`src/tmr_ctrl_defs.vh`:
```
// Constants for the timer input-side slave control block.
// Assumes a single 25 MHz kernel clock and an APB master with 32-bit data.
//
// Contract
// - Clear enable plus high filtered trigger forces reference low until update.
// - Reference clearing only in compare and PWM modes, not forced modes.
// - With compare above reload, cleared reference returns at next overflow.
// - Slave mode 001, 010, 011 select encoder on input two, one, both.
// - Encoder counts each valid filtered transition only while run bit set.
// - Direction recomputed at every transition of either input; here not in a cycle that takes an APB write.
// - Encoder counter wraps between 0 and auto-reload in both directions.
// - Capture, compare, prescaler, trigger output keep working in encoder mode; here encoder steps bypass the prescaler, which holds.
// - Input-one edge counts; rising down if input two high, else up.
// - Input-two edge counts; rising up if input one high, else down.
// - Xor select feeds channel-one filter with xor of pins one to three.
// - Xor signal serves every input function, trigger and capture.
// - Reset mode trigger reinitialises counter, prescaler; update unless source bit.
// - Slave mode 100 is reset; trigger select 101 picks filtered input one; here only while input select is 01.
// - Slave trigger sets trigger flag; requests interrupt or DMA if enabled.
// - Input select 01 maps input one to channel one; polarity 0 is rising.
// - Trigger inputs resynchronised, counter reset after short fixed delay.
// - Update event loads preload into shadow; update generate bit forces one.
`ifndef TMR_CTRL_DEFS_VH
`define TMR_CTRL_DEFS_VH

`define ADDR_CTRL      12'h000
`define ADDR_SLAVE     12'h004
`define ADDR_CHAN      12'h008
`define ADDR_EVENT     12'h00C
`define ADDR_STATUS    12'h010
`define ADDR_COUNT     12'h014
`define ADDR_PRESCALE  12'h018
`define ADDR_RELOAD    12'h01C
`define ADDR_COMPARE   12'h020

// Control word fields
`define CTRL_RUN       0
`define CTRL_UPD_SRC   2
`define CTRL_DIR       4
`define CTRL_XOR_SEL   7
`define CTRL_TRG_IE    8
`define CTRL_TRG_DE    9

// Slave word fields
`define SLV_MODE_LO    0
`define SLV_TSEL_LO    4
`define SLV_ETF_LO     8
`define SLV_EXT_TRIGGER_PRESCALE_LO    12
`define SLV_ECE        14
`define SLV_ETP        15

// Channel word fields
`define CH_ISEL_LO     0
`define CH_OMODE_LO    4
`define CH_CLR_EN      7
`define CH1_POL        8
`define CH1_NPOL       9
`define CH2_POL        10
`define CH2_NPOL       11

`define SMS_OFF        3'h0
`define SMS_ENC_TWO    3'h1
`define SMS_ENC_ONE    3'h2
`define SMS_ENC_BOTH   3'h3
`define SMS_RESET      3'h4
`define TS_INPUT_ONE   3'h5
`define TS_INPUT_TWO   3'h6
`define TS_EXT_TRIG    3'h7

`define OM_FROZEN      3'h0
`define OM_FORCE_LOW   3'h4
`define OM_FORCE_HIGH  3'h5
`define OM_PWM1        3'h6
`define OM_PWM2        3'h7

`define RESET_ZERO     32'h00000000
`define RELOAD_RESET   16'hFFFF

`endif

```
`src/tmr_ctrl.v`:
```
// Timer input-side control: encoder, xor combiner, reset slave mode,
// reference clear by filtered external trigger, one compare channel.
// Assumes pins asynchronous to the core clock; APB slave, zero wait.
//
// The address map and the APB register port were left to the implementer.
`timescale 1ns/10ps
`include "tmr_ctrl_defs.vh"

module tmr_ctrl #(
   parameter CW = 16
) (
   input  wire        CORE_CLK_IN,
   input  wire        RST_IN,
   input  wire        PSEL_IN,
   input  wire        PENABLE_IN,
   input  wire        PWRITE_IN,
   input  wire [11:0] PADDR_IN,
   input  wire [31:0] PWDATA_IN,
   output wire [31:0] PRDATA_OUT,
   output wire        PREADY_OUT,
   output wire        PSLVERR_OUT,
   input  wire        CH1_PIN_IN,
   input  wire        CH2_PIN_IN,
   input  wire        CH3_PIN_IN,
   input  wire        EXT_TRIGGER_PIN_IN,
   output reg         OC_REF_OUT,
   output reg         TRIGGER_IRQ_OUT,
   output reg         TRIGGER_DMA_OUT,
   output reg         UPDATE_EVENT_OUT
);

   reg  [31:0] ctrl;
   reg  [31:0] slave;
   reg  [31:0] chan;
   reg         trigger_flag;
   reg         update_flag;
   reg         capture_flag;
   reg [CW-1:0] count;
   reg [CW-1:0] prescale;
   reg [CW-1:0] psc_count;
   reg [CW-1:0] reload;
   reg [CW-1:0] reload_pre;
   reg [CW-1:0] compare;
   reg [CW-1:0] compare_pre;
   reg [CW-1:0] capture;
   reg  [31:0] rdata;
   reg         ref_cleared;

   // Two-flop synchronisers, one per input, plus last-value stage
   wire [3:0] raw_pins;
   reg  [3:0] sync_a;
   reg  [3:0] sync_b;
   reg  [3:0] sync_c;

   function [2:0] edge_kind;
      input cur;
      input prev;
      begin
         edge_kind = {cur & ~prev, ~cur & prev, cur ^ prev};
      end
   endfunction

   wire xor_in = CH1_PIN_IN ^ CH2_PIN_IN ^ CH3_PIN_IN;
   // Xor output replaces pin one for every downstream use
   assign raw_pins = {EXT_TRIGGER_PIN_IN, CH3_PIN_IN, CH2_PIN_IN,
                      ctrl[`CTRL_XOR_SEL] ? xor_in : CH1_PIN_IN};

   always @(posedge CORE_CLK_IN) begin
      if (RST_IN) begin
         sync_a <= 4'h0;
         sync_b <= 4'h0;
         sync_c <= 4'h0;
      end else begin
         sync_a <= raw_pins;
         sync_b <= sync_a;
         sync_c <= sync_b;
      end
   end

   // Polarity applied after sync; negative bits ignored (software keeps them 0)
   wire in1 = sync_b[0] ^ chan[`CH1_POL];
   wire in2 = sync_b[1] ^ chan[`CH2_POL];
   wire in1_d = sync_c[0] ^ chan[`CH1_POL];
   wire in2_d = sync_c[1] ^ chan[`CH2_POL];
   wire filtered_ext_trigger = sync_b[3] ^ slave[`SLV_ETP];
   wire [2:0] e1 = edge_kind(in1, in1_d);
   wire [2:0] e2 = edge_kind(in2, in2_d);

   wire [2:0] slave_mode_select   = slave[`SLV_MODE_LO +: 3];
   wire [2:0] tsel  = slave[`SLV_TSEL_LO +: 3];
   wire [1:0] isel  = chan[`CH_ISEL_LO +: 2];
   wire [2:0] omode = chan[`CH_OMODE_LO +: 3];
   wire run = ctrl[`CTRL_RUN];
   wire enc_mode = (slave_mode_select == `SMS_ENC_TWO) || (slave_mode_select == `SMS_ENC_ONE) ||
                   (slave_mode_select == `SMS_ENC_BOTH);
   wire cnt_one = (slave_mode_select == `SMS_ENC_ONE) || (slave_mode_select == `SMS_ENC_BOTH);
   wire cnt_two = (slave_mode_select == `SMS_ENC_TWO) || (slave_mode_select == `SMS_ENC_BOTH);

   // Input-one edge: rising counts down when input two high
   wire one_down = e1[2] ? in2 : ~in2;
   // Input-two edge: rising counts up when input one high
   wire two_down = e2[2] ? ~in1 : in1;
   wire enc_step = run && ((cnt_one && e1[0]) || (cnt_two && e2[0]));
   wire enc_down = e1[0] ? one_down : two_down;

   // Trigger source selection; rising edge of selected filtered input
   reg trig_edge;
   always @* begin
      case (tsel)
         `TS_INPUT_ONE: trig_edge = e1[2] && (isel == 2'h1);
         `TS_INPUT_TWO: trig_edge = e2[2];
         `TS_EXT_TRIG:  trig_edge = filtered_ext_trigger & ~(sync_c[3] ^ slave[`SLV_ETP]);
         default:       trig_edge = 1'b0;
      endcase
   end
   wire reset_trig = (slave_mode_select == `SMS_RESET) && trig_edge;

   wire apb_wr = PSEL_IN && PENABLE_IN && PWRITE_IN;
   wire ug_wr  = apb_wr && (PADDR_IN == `ADDR_EVENT) && PWDATA_IN[0];
   wire tg_wr  = apb_wr && (PADDR_IN == `ADDR_EVENT) && PWDATA_IN[6];
   wire psc_tick = (psc_count == prescale);
   wire up = ~ctrl[`CTRL_DIR];
   wire overflow = enc_mode ?
      (enc_step && (enc_down ? count == {CW{1'b0}} : count == reload)) :
      (run && psc_tick && (up ? count == reload : count == {CW{1'b0}}));
   // Reset trigger makes an update unless update source restricts it
   wire upd = overflow || ug_wr ||
              (reset_trig && !ctrl[`CTRL_UPD_SRC]);

   always @(posedge CORE_CLK_IN) begin
      if (RST_IN) begin
         ctrl <= `RESET_ZERO;
         slave <= `RESET_ZERO;
         chan <= `RESET_ZERO;
         prescale <= {CW{1'b0}};
         reload_pre <= `RELOAD_RESET;
         compare_pre <= {CW{1'b0}};
      end else if (apb_wr) begin
         case (PADDR_IN)
            `ADDR_CTRL:     ctrl <= PWDATA_IN & 32'h0000039D;
            `ADDR_SLAVE:    slave <= PWDATA_IN & 32'h0000FF77;
            `ADDR_CHAN:     chan <= PWDATA_IN & 32'h00000FF3;
            `ADDR_PRESCALE: prescale <= PWDATA_IN[CW-1:0];
            `ADDR_RELOAD:   reload_pre <= PWDATA_IN[CW-1:0];
            `ADDR_COMPARE:  compare_pre <= PWDATA_IN[CW-1:0];
            default:        ctrl <= ctrl;
         endcase
      end else if (enc_mode && (e1[0] || e2[0])) begin
         ctrl[`CTRL_DIR] <= enc_down;
      end
   end

   // Counter, prescaler, shadow loads
   always @(posedge CORE_CLK_IN) begin
      if (RST_IN) begin
         count <= {CW{1'b0}};
         psc_count <= {CW{1'b0}};
         reload <= `RELOAD_RESET;
         compare <= {CW{1'b0}};
      end else begin
         if (upd) begin
            reload <= reload_pre;
            compare <= compare_pre;
         end
         if (reset_trig || ug_wr) begin
            count <= {CW{1'b0}};
            psc_count <= {CW{1'b0}};
         end else if (apb_wr && PADDR_IN == `ADDR_COUNT) begin
            count <= PWDATA_IN[CW-1:0];
         end else if (enc_mode) begin
            // Encoder acts as clock with direction; wraps both ways
            if (enc_step) begin
               if (enc_down)
                  count <= (count == {CW{1'b0}}) ? reload : count - 1'b1;
               else
                  count <= (count == reload) ? {CW{1'b0}} : count + 1'b1;
            end
         end else if (run) begin
            psc_count <= psc_tick ? {CW{1'b0}} : psc_count + 1'b1;
            if (psc_tick) begin
               if (up)
                  count <= (count == reload) ? {CW{1'b0}} : count + 1'b1;
               else
                  count <= (count == {CW{1'b0}}) ? reload : count - 1'b1;
            end
         end
      end
   end

   // Reference output with external clear; compare path shared by all
   // counting modes, encoder included
   wire cmp_mode = (omode != `OM_FORCE_LOW) && (omode != `OM_FORCE_HIGH);
   reg  ref_raw;
   always @* begin
      case (omode)
         `OM_FORCE_LOW:  ref_raw = 1'b0;
         `OM_FORCE_HIGH: ref_raw = 1'b1;
         `OM_PWM1:       ref_raw = count < compare;
         `OM_PWM2:       ref_raw = !(count < compare);
         default:        ref_raw = count == compare;
      endcase
   end

   always @(posedge CORE_CLK_IN) begin
      if (RST_IN) begin
         ref_cleared <= 1'b0;
         OC_REF_OUT <= 1'b0;
      end else begin
         // Clear holds until the update; overflow is an update so the
         // 100% duty case comes back there too
         if (chan[`CH_CLR_EN] && filtered_ext_trigger && cmp_mode)
            ref_cleared <= 1'b1;
         else if (upd)
            ref_cleared <= 1'b0;
         // Forced modes bypass the clear entirely
         OC_REF_OUT <= cmp_mode ? (ref_raw & ~ref_cleared) : ref_raw;
      end
   end

   // Status flags; hardware set wins over software clear
   wire sr_wr = apb_wr && (PADDR_IN == `ADDR_STATUS);
   wire cap_evt = (isel == 2'h1) && e1[2];
   always @(posedge CORE_CLK_IN) begin
      if (RST_IN) begin
         trigger_flag <= 1'b0;
         update_flag <= 1'b0;
         capture_flag <= 1'b0;
         capture <= {CW{1'b0}};
         TRIGGER_IRQ_OUT <= 1'b0;
         TRIGGER_DMA_OUT <= 1'b0;
         UPDATE_EVENT_OUT <= 1'b0;
      end else begin
         if (reset_trig || tg_wr)
            trigger_flag <= 1'b1;
         else if (sr_wr && !PWDATA_IN[6])
            trigger_flag <= 1'b0;
         if (upd)
            update_flag <= 1'b1;
         else if (sr_wr && !PWDATA_IN[0])
            update_flag <= 1'b0;
         if (cap_evt) begin
            capture_flag <= 1'b1;
            capture <= count;
         end else if (sr_wr && !PWDATA_IN[1]) begin
            capture_flag <= 1'b0;
         end
         TRIGGER_IRQ_OUT <= trigger_flag && ctrl[`CTRL_TRG_IE];
         TRIGGER_DMA_OUT <= (reset_trig || tg_wr) && ctrl[`CTRL_TRG_DE];
         UPDATE_EVENT_OUT <= upd;
      end
   end

   always @* begin
      case (PADDR_IN)
         `ADDR_CTRL:     rdata = ctrl;
         `ADDR_SLAVE:    rdata = slave;
         `ADDR_CHAN:     rdata = chan;
         `ADDR_STATUS:   rdata = {25'h0, trigger_flag, 4'h0,
                                  capture_flag, update_flag};
         `ADDR_COUNT:    rdata = {{(32-CW){1'b0}}, count};
         `ADDR_PRESCALE: rdata = {{(32-CW){1'b0}}, prescale};
         `ADDR_RELOAD:   rdata = {{(32-CW){1'b0}}, reload_pre};
         `ADDR_COMPARE:  rdata = {{(32-CW){1'b0}}, capture};
         default:        rdata = `RESET_ZERO;
      endcase
   end

   // Zero-wait slave; unmapped addresses flag an error
   assign PREADY_OUT = 1'b1;
   assign PRDATA_OUT = (PSEL_IN && !PWRITE_IN) ? rdata : `RESET_ZERO;
   assign PSLVERR_OUT = PSEL_IN && PENABLE_IN &&
                        ((PADDR_IN > `ADDR_COMPARE) || (PADDR_IN[1:0] != 2'h0));

endmodule

```
`config.mk`:
```
export PLATFORM = sky130hd
export DESIGN_NAME = tmr_ctrl
export DESIGN_NICKNAME = d
export VERILOG_FILES = /design/src/tmr_ctrl.v
export VERILOG_INCLUDE_DIRS = /design/src
export SDC_FILE = /design/constraint.sdc
export NUM_CORES = 1
export LEC_CHECK = 0
export BUFFER_PORTS_ARGS = -buffer_cell sky130_fd_sc_hd__buf_2
export CAP_MARGIN = 30
export CORE_ASPECT_RATIO = 1.75
export CORE_UTILIZATION = 40
export DETAILED_ROUTE_END_ITERATION = 10
export GPL_TIMING_DRIVEN = 0
export PLACE_DENSITY = 0.63
export SETUP_SLACK_MARGIN = 0.1
export SYNTH_ARGS = -nofsm -noshare
export SYNTH_HDL_FRONTEND = slang
export SYNTH_SLANG_ARGS = --single-unit
```
`constraint.sdc`:
```
create_clock -name CORE_CLK_IN -period 5.1 [get_ports CORE_CLK_IN]
set_input_delay 0.765 -clock CORE_CLK_IN [delete_from_list [all_inputs] [get_ports CORE_CLK_IN]]
set_output_delay 0.765 -clock CORE_CLK_IN [all_outputs]
set_load 0.1 [all_outputs]
```
==> flow_summary.json, run 1 <==
{
  "outcome": "completed",
  "grt_max_degree": 17,
  "synth_compound_area_frac": 0.176,
  "hold_path_class": "flip-flop to flip-flop",
  "ir_drop_mv": 0.226,
  "critPathMaxFanout": 10,
  "cts_setup_buffers": 0,
  "powerDensity_mw_per_mm2": 269,
  "yosys.area_share.xor_xnor": 0.0758,
  "synth_warnings": 0,
  "critPathTopFamily": "simple AND/OR/NAND/NOR gates",
  "reg2reg_depth": 9,
  "critical_path.slowest_cell": "nor3_2",
  "synth_top_family_by_area": "simple AND/OR/NAND/NOR gates",
  "grt_setup_unrepaired": "false",
  "final_max_slew_viol_count": 0,
  "crit_path_start": "PADDR_IN[7]",
  "worst_pin_slew_ps": 1060,
  "dieArea_mm2": 0.0242,
  "synth_seq_cells": 176,
  "fin_crit_sh": 0.915,
  "p_leak_nw": 4.16,
  "fillers": 2282,
  "cts_tree": "built",
  "clock_latency_ps": 450,
  "clk_path_buf_depth": 2,
  "swShare": 0.254,
  "path_clk_slew_ps": 70,
  "synth_mux_area_frac": 0.0512,
  "synth_edf_count": 0,
  "synth_simple_gate_area_frac": 0.231,
  "diodes": 0,
  "comb_power_share": 0.067,
  "fmax_mhz": 214,
  "routed_wirelength_um": 35400,
  "num_io_pins": 91,
  "placed_cells": 1490,
  "io_buffers": 55,
  "slew_headroom": 0.291,
  "rows": 73,
  "die_x_um": 118,
  "synth_top_cell_area_share": 0.374,
  "antenna_found_initial": 0,
  "syn_area_mm2": 0.00941,
  "synth-main-ff-cell": "dfxtp_1",
  "hpwl_um": 26600,
  "finalPower_mw": 2.88,
  "final_cells": 1522,
  "critPathLaunchType": "input port",
  "critical_path_class": "input port to primary output",
  "grt.total_usage": 0.297,
  "netlist_instances": 1119,
  "postCtsHoldBufs": 0,
  "grt-ovfl-total": 0,
  "worstPathArrival_ps": 3900,
  "ant_nets": 0,
  "synth_adder_area_share": 0.0292,
  "dieHeight_um": 205,
  "fp.coreArea_mm2": 0.0229,
  "r2r_slack_ps": 1640,
  "start_util": 0.411,
  "synth.most_common_cell": "dfxtp_1",
  "clock_skew_ps": 12.5,
  "vias": 8904,
  "r2r-start": "chan[8]$_SDFFE_PP0P_",
  "period_needed_ps": 4670,
  "multi_input_area_mm2": 0.00537,
  "cts_buffers": 17,
  "clockRootBuffer": "clkbuf_16",
  "synth_top_area_cell": "dfxtp_1",
  "p_int_mw": 2.15,
  "drive_above_1_share": 0.124,
  "endpoint": "PRDATA_OUT[4]",
  "area_delta_synth_final_pct": 13.6,
  "crit_path_end_kind": "primary output",
  "synth-seq-area-share": 0.374,
  "grt_pass1_wl_um": 52200,
  "power.switching_uw": 731,
  "avgRoutedWirePerCell_um": 23.2,
  "nNetsFinal": 1284,
  "grt_pass1_vias": 8589,
  "syn_area_per_cell_um2": 8.41,
  "cap_viol_max_count": 0,
  "seqCellArea_mm2": 0.00352,
  "synth_common_cells": "dfxtp_1 (176), nand2_1 (173), a21oi_1 (103)",
  "crit_top_cell": "buf_2",
  "firstDrtPassIters": 6,
  "drtIter0Drc": 744,
  "critPathBufInv": 3,
  "worst_ep_required_time_ps": 4340,
  "cp.depth": 9,
  "htree_levels": 4,
  "rr_endpoint": "psc_count[5]$_SDFFE_PP0P_",
  "setup_violations": 0,
  "place_congestion": 0.989,
  "tns_ps": 0,
  "hold_viol": 0,
  "clockPowerShare": 0.454,
  "viasPerCell": 5.85,
  "synth_area_leaders": "dfxtp_1 (37%), nand2_1 (6.9%), a21oi_1 (5.5%)",
  "cts-resized-gates": 0,
  "async_flop_share": 0,
  "cp_cell_sequence": "buf_2 > or4_4 > nor3_1 > nand2_1 > nor3_2 > buf_2 > a221oi_1 > a21oi_1 > buf_2",
  "cts.sinks": 176,
  "cp_slowest_stage_delay_ps": 620,
  "synth.distinct_cells": 69,
  "seqPwrFrac": 0.479,
  "drc": 0
}
power by group through the flow:
stage	combinational, mW	clock [mW]	sequential, mW
floorplan	0.117	0	1.41
CTS	0.190	1.32	1.38
finish	0.193	1.31	1.38
global placement	0.189	0	1.41
global route	0.197	1.37	1.38
detailed placement	0.189	0	1.41
logic make-up after synthesis:
logic type,after synthesis
AOI/OAI and AO/OA,246
DFF,176
xor gates and xnor gates,78
other,2
muxes,46
and+or+nand+nor,432
adders and majority gates,22
buffers and inverters,117
how the worst min path moves through the flow:
| stage | start | to | cells past startpoint |
|---|---|---|---|
| 2_1_floorplan | sync_a[0]$_SDFF_PP0_ | sync_b[0]$_SDFF_PP0_ | 1 |
| 3_3_place_gp | sync_a[0]$_SDFF_PP0_ | sync_b[0]$_SDFF_PP0_ | 1 |
| 3_5_place_dp | sync_a[1]$_SDFF_PP0_ | sync_b[1]$_SDFF_PP0_ | 1 |
| 4_1_cts | sync_a[3]$_SDFF_PP0_ | sync_b[3]$_SDFF_PP0_ | 1 |
| 5_1_grt | sync_a[3]$_SDFF_PP0_ | sync_b[3]$_SDFF_PP0_ | 1 |
| 6_report | sync_a[3]$_SDFF_PP0_ | sync_b[3]$_SDFF_PP0_ | 1 |
worst reg2reg max path, delay by kind of cell (launching register included):
| family | cells | cell delay, ps |
|---|---|---|
| adder cells (fa/ha/maj) | 1 | 250 |
| buffers and inverters | 1 | 320 |
| flip-flops | 1 | 470 |
| AO/OA/AOI/OAI | 3 | 920 |
| XOR/XNOR | 1 | 110 |
| AND/OR/NAND/NOR | 3 | 1320 |
flip-flops by register name (all words and copies together), names as in the netlist, 7 cells and up:
signal,flops
capture,16
chan,10
compare,16
compare_pre,16
count,16
ctrl,7
prescale,16
psc_count,16
reload,16
reload_pre,16
slave,14
through the flow:
stage               instance area, um^2  hold WS [ps]  utilization  setup WS, ps
global route                      10700           464        0.467           427
detailed placement                10100           434        0.442           540
global placement                  10100           419        0.441           539
finish                            10700           439        0.467           434
CTS                               10700           448        0.467           543
floorplan                          9470           414            -           509
layer usage:
metal	routed length [um]	track usage	part of all wire
met5	0	0	0
met4	3720	0.289	0.11
met3	2080	0.0468	0.059
met2	17100	0.517	0.48
met1	12500	0.300	0.35
layout make-up:
class,count,share of cell area
Multi-Input combinational cell,841,0.502
Timing Repair Buffer,56,0.0264
Clock buffer,22,0.0425
Sequential cell,176,0.329
Clock inverter,10,0.0105
Inverter,27,0.00948
Tap cell,300,0.0351
Buffer,90,0.0446
placed cells by master, fill, tap and decap left out, types with 12 or more instances in the layout:
master,n
a22oi_1,12
a21oi_1,103
clkbuf_1,48
nand4_1,17
nor2b_1,49
o21ai_0,22
ha_1,22
buf_2,73
nor2_1,67
and3_1,15
clkbuf_16,17
xor2_1,52
a222oi_1,17
a211o_1,32
buf_4,20
inv_1,27
nand2_1,173
dfxtp_1,176
nor4_1,12
conb_1,17
xnor2_1,24
mux2i_1,38
nor3_1,14
nand3_1,30
(Power assumes the default switching activity.)
==> run 2, diff against run 1 <==
- CORE_ASPECT_RATIO: 1.75 -> default
==> flow_summary.json, run 2 (synthesis results as in run 1) <==
{
  "worst_pin_slew_ps": 883,
  "grt_setup_unrepaired": "false",
  "postCtsHoldBufs": 0,
  "num_io_pins": 91,
  "routed_wirelength_um": 33500,
  "stdcell_area_mm2": 0.0107,
  "p_int_mw": 2.11,
  "cts-resized-gates": 0,
  "clockPowerShare": 0.453,
  "clock_latency_ps": 440,
  "powerDensity_mw_per_mm2": 267,
  "diodes": 0,
  "start_util": 0.412,
  "seqPwrFrac": 0.481,
  "reg2reg_depth": 13,
  "viasPerCell": 5.87,
  "critPathTopFamily": "simple AND/OR/NAND/NOR gates",
  "die_x_um": 155,
  "grt_pass1_wl_um": 50100,
  "outcome": "completed",
  "setup_violations": 0,
  "cts_tree": "built",
  "ant_nets": 0,
  "r2r_slack_ps": 1710,
  "min_path_cells": 1,
  "firstDrtPassIters": 6,
  "grtUsageMet2": 0.442,
  "worstHoldEndpoint": "sync_b[0]$_SDFF_PP0_",
  "hpwl_um": 24500,
  "vias": 9024,
  "grt_use_met1": 0.373,
  "cts.sinks": 176,
  "place_congestion": 0.961,
  "path_clk_slew_ps": 70,
  "critPathLaunchType": "input port",
  "globalRoute.busiestLayer": "met2",
  "cp_cell_sequence": "buf_2 > or4_4 > nor3_1 > nand2_1 > nor3_2 > buf_2 > a222oi_1 > a21oi_1 > buf_2",
  "critPathMaxFanout": 10,
  "htree_levels": 4,
  "fp.coreArea_mm2": 0.0228,
  "comb_power_share": 0.067,
  "grt_max_degree": 17,
  "rr_endpoint": "compare[14]$_SDFFE_PP0P_",
  "swShare": 0.263,
  "avgRoutedWirePerCell_um": 21.8,
  "critical_path.slowest_cell": "nor3_2",
  "crit_path_end_kind": "primary output",
  "cp_slowest_stage_delay_ps": 620,
  "clock_skew_ps": 13.6,
  "slew_headroom": 0.412,
  "use_met3": 0.0529,
  "drc": 0,
  "power.switching_uw": 753,
  "tns_ps": 0,
  "grt.total_usage": 0.281,
  "hold_path_class": "flip-flop to flip-flop",
  "drtIter0Drc": 1055,
  "worst_ep_required_time_ps": 4340,
  "dpl_cell_area_mm2": 0.0102,
  "worstPathArrival_ps": 3790,
  "hold_viol": 0,
  "grt_pass1_vias": 8278,
  "min_from": "sync_a[0]$_SDFF_PP0_",
  "critPathBufInv": 3,
  "r2r-start": "count[0]$_SDFFE_PP0P_",
  "antenna_found_initial": 0,
  "critical_path_class": "input port to primary output",
  "area_delta_synth_final_pct": 14.0,
  "dieArea_mm2": 0.0242,
  "cts_setup_buffers": 0,
  "final_max_slew_viol_count": 0,
  "clk_path_buf_depth": 2,
  "cts_buffers": 17,
  "io_buffers": 55,
  "clockRootBuffer": "clkbuf_16",
  "ir_drop_mv": 0.215,
  "drive_above_1_share": 0.127,
  "nNetsFinal": 1286,
  "p_leak_nw": 4.17,
  "crit_top_cell": "buf_2",
  "dieHeight_um": 155,
  "final_cell_mix": "dfxtp_1 (176), nand2_1 (173), a21oi_1 (103), buf_2 (74), nor2_1 (67)",
  "cap_viol_max_count": 0,
  "period_needed_ps": 4550,
  "layout_commonest_cell": "dfxtp_1",
  "rows": 55,
  "grt-ovfl-total": 0,
  "fin_crit_sh": 0.892,
  "fmax_mhz": 220
}
[run 2: cell count changes in the layout (fill, tap and decap cells not counted), sizes merged]
| cell | before | now |
|---|---|---|
| buf | 102 | 104 |
| bufinv | 2 | 1 |
| clkbuf | 66 | 64 |
| clkinv | 6 | 3 |
| inv | 27 | 33 |
[run 2: worst max-delay path by stage]
stage,start,endpoint,cells past startpoint
floorplan,PADDR_IN[7],PRDATA_OUT[9],7
global placement,PADDR_IN[7],PRDATA_OUT[10],9
detailed placement,PADDR_IN[7],PRDATA_OUT[10],9
CTS,PADDR_IN[7],PRDATA_OUT[10],9
global route,PADDR_IN[7],PRDATA_OUT[10],9
finish,PADDR_IN[7],PRDATA_OUT[10],9
[run 2: routing by layer]
metal	share of wire	routed length (um)
met2	0.45	14900
met4	0.041	1360
met5	0	0
met1	0.42	14100
met3	0.093	3110
[run 2: power groups by stage]
stage	clock [mW]	combinational [mW]	sequential, mW
after CTS	1.30	0.189	1.38
final	1.30	0.192	1.38
after global routing	1.36	0.197	1.38
after detailed placement	0	0.189	1.41
after global placement	0	0.187	1.41
after floorplan	0	0.117	1.41
[run 2: stage by stage]
step	instances	setup WS, ps	total power [mW]	hold slack, ps	util
floorplan	1134	509	1.53	414	-
global placement	1502	621	1.60	420	0.444
detailed placement	1505	650	1.60	425	0.445
CTS	1537	630	2.87	443	0.470
global route	1537	500	2.93	465	0.470
finish	1537	548	2.87	438	0.470
[run 2: cell type report]
cell class,count,area (um^2)
Sequential cell,176,3520
Timing Repair Buffer,58,299
Inverter,27,101
Multi-Input combinational cell,841,5370
Buffer,90,477
Fill cell,2317,12100
Clock buffer,20,447
Tap cell,313,392
Clock inverter,12,123
==> run 3, diff against run 2 <==
- ABC_AREA: default -> 1
- PLACE_DENSITY: 0.63 -> 0.62
==> flow_summary.json, run 3 <==
{
  "outcome": "completed",
  "critical_path.slowest_cell": "clkbuf_1",
  "dieHeight_um": 162,
  "fin_crit_sh": 0.837,
  "worstHoldEndpoint": "sync_b[0]$_SDFF_PP0_",
  "async_flop_share": 0,
  "netlist_instances": 1592,
  "synth_edf_count": 0,
  "synth_top_cell_area_share": 0.346,
  "critical_path_class": "input port to primary output",
  "firstDrtPassIters": 7,
  "reg2reg_depth": 13,
  "synth.distinct_cells": 40,
  "ir_drop_mv": 0.163,
  "cap_viol_max_count": 0,
  "io_buffers": 56,
  "htree_levels": 4,
  "hold_path_class": "flip-flop to flip-flop",
  "worst_ep_required_time_ps": 4340,
  "cp_slowest_stage_delay_ps": 480,
  "vias": 11100,
  "seqCellArea_mm2": 0.00352,
  "layout_commonest_cell": "nand2_1",
  "cts.sinks": 176,
  "antenna_found_initial": 2,
  "multi_input_area_mm2": 0.00544,
  "clk_path_buf_depth": 2,
  "num_io_pins": 91,
  "clock_skew_ps": 23.5,
  "synth-main-ff-cell": "dfxtp_1",
  "drive_above_1_share": 0.101,
  "powerDensity_mw_per_mm2": 252,
  "tns_ps": 0,
  "postCtsHoldBufs": 0,
  "grt_setup_unrepaired": "false",
  "grt.total_usage": 0.312,
  "fp.coreArea_mm2": 0.0250,
  "r2r_slack_ps": 2210,
  "period_needed_ps": 4270,
  "finish.utilization": 0.460,
  "cp_cell_sequence": "buf_2 > nor2_1 > nand3_1 > nor2_1 > nand2_1 > clkinv_1 > clkbuf_1 > nand2_1 > o21ai_0 > a21oi_1 > o2111ai_1 > nand2_1 > inv_1 > buf_2",
  "setup_violations": 0,
  "rows": 58,
  "critPathLaunchType": "input port",
  "synth_common_cells": "nand2_1 (397), inv_1 (194), dfxtp_1 (176)",
  "cts-resized-gates": 0,
  "synth_warnings": 0,
  "worstPathArrival_ps": 3510,
  "grt_pass1_wl_um": 60000,
  "synth_area_leaders": "dfxtp_1 (35%), nand2_1 (15%), inv_1 (7.2%)",
  "cts_setup_buffers": 0,
  "slew_headroom": 0.518,
  "start_util": 0.406,
  "nNetsFinal": 1757,
  "routed_wirelength_um": 40600,
  "path_clk_slew_ps": 80,
  "min_from": "sync_a[0]$_SDFF_PP0_",
  "hpwl_um": 31300,
  "area_delta_synth_final_pct": 13.2,
  "grt_pass1_vias": 10000,
  "cts_tree": "built",
  "hold_viol": 0,
  "syn_area_mm2": 0.0102,
  "rr_endpoint": "psc_count[5]$_SDFFE_PP0P_",
  "min_path_cells": 2,
  "crit_top_cell": "nand2_1",
  "final_cell_mix": "nand2_1 (397), inv_1 (194), dfxtp_1 (176), nor2_1 (167), nand3_1 (139)",
  "clock_latency_ps": 460,
  "avgRoutedWirePerCell_um": 20.0,
  "worst_pin_slew_ps": 721,
  "fillers": 2691,
  "crit_path_end_kind": "primary output",
  "final_max_slew_viol_count": 0,
  "grt-ovfl-total": 0,
  "synth-seq-area-share": 0.346,
  "die_x_um": 162,
  "p_leak_nw": 5.56,
  "synth_seq_cells": 176,
  "r2r-start": "chan[8]$_SDFFE_PP0P_",
  "drc": 0,
  "grt_max_degree": 20,
  "dieArea_mm2": 0.0261,
  "cts_buffers": 17,
  "place_congestion": 0.999,
  "clockRootBuffer": "clkbuf_16",
  "fmax_mhz": 234,
  "synth_top_area_cell": "dfxtp_1",
  "finalPower_mw": 2.90,
  "viasPerCell": 5.45,
  "ant_nets": 0,
  "critPathMaxFanout": 10,
  "synth.most_common_cell": "nand2_1",
  "drtIter0Drc": 1137,
  "syn_area_per_cell_um2": 6.39
}
[run 3: changes by cell type in the layout (fill, tap and decap cells not counted), moves of 33 or more]
cell / previous run / this run
mux2i_1: 38 / 0
xor2_1: 52 / 19
nor2b_1: 49 / 0
nor2_1: 67 / 167
nand3_1: 30 / 139
nand2_1: 173 / 397
o21ai_0: 22 / 120
inv_1: 27 / 194
[run 3: cell type report]
class | count | area share
well taps | 330 | 0.0358
repair buffers | 56 | 0.0243
clock buffers | 17 | 0.0369
flip-flops and latches | 176 | 0.306
plain buffers | 84 | 0.0407
clock inverters | 15 | 0.0142
multi-input cells | 1134 | 0.472
diodes | 1 | 0.000217
inverters | 213 | 0.0694
[run 3: metrics by stage]
step | area (um^2) | cells | setup WS [ps] | hold WS, ps
finish | 11500 | 2026 | 829 | 407
global route | 11500 | 2025 | 774 | 424
CTS | 11500 | 2025 | 928 | 408
detailed placement | 10900 | 1993 | 940 | 397
global placement | 10900 | 1993 | 975 | 391
floorplan | 10200 | 1607 | 939 | 388
[run 3: how the worst max path moves through the flow]
| stage | from | endpoint | slack, ps |
|---|---|---|---|
| 2_1_floorplan | PADDR_IN[1] | PRDATA_OUT[0] | 940 |
| 3_3_place_gp | PADDR_IN[1] | PRDATA_OUT[7] | 970 |
| 3_5_place_dp | PADDR_IN[1] | PRDATA_OUT[7] | 940 |
| 4_1_cts | PADDR_IN[1] | PRDATA_OUT[7] | 930 |
| 5_1_grt | PADDR_IN[1] | PRDATA_OUT[7] | 770 |
| 6_report | PADDR_IN[1] | PRDATA_OUT[7] | 830 |
[run 3: worst max-delay path: cells and delay by family]
family | cells | cell delay, ps
AOI/OAI and AO/OA | 3 | 370
buffers and inverters | 5 | 1300
and+or+nand+nor | 6 | 1070
[run 3: report_power, final]
group / internal (mW) / switching, mW
Sequential: 1.38 / 0.00121
Clock: 0.660 / 0.677
Combinational: 0.0373 / 0.152
Total: 2.07 / 0.830
[run 3: layer usage]
metal / wire (um) / track usage
met1: 17200 / 0.405
met5: 0 / 0
met4: 1710 / 0.136
met3: 3310 / 0.0490
met2: 18400 / 0.511
[run 3: cells by family (layout without fill, tap and decap cells)]
logic type | count (synthesis) | in the layout | synth area share
flops | 176 | 176 | 0.346
buf+inv | 297 | 385 | 0.125
simple gates | 766 | 766 | 0.317
fa+ha+maj | 22 | 22 | 0.0270
xor+xnor | 22 | 22 | 0.0189
other cells | 2 | 18 | 0.000738
compound gates | 307 | 307 | 0.166
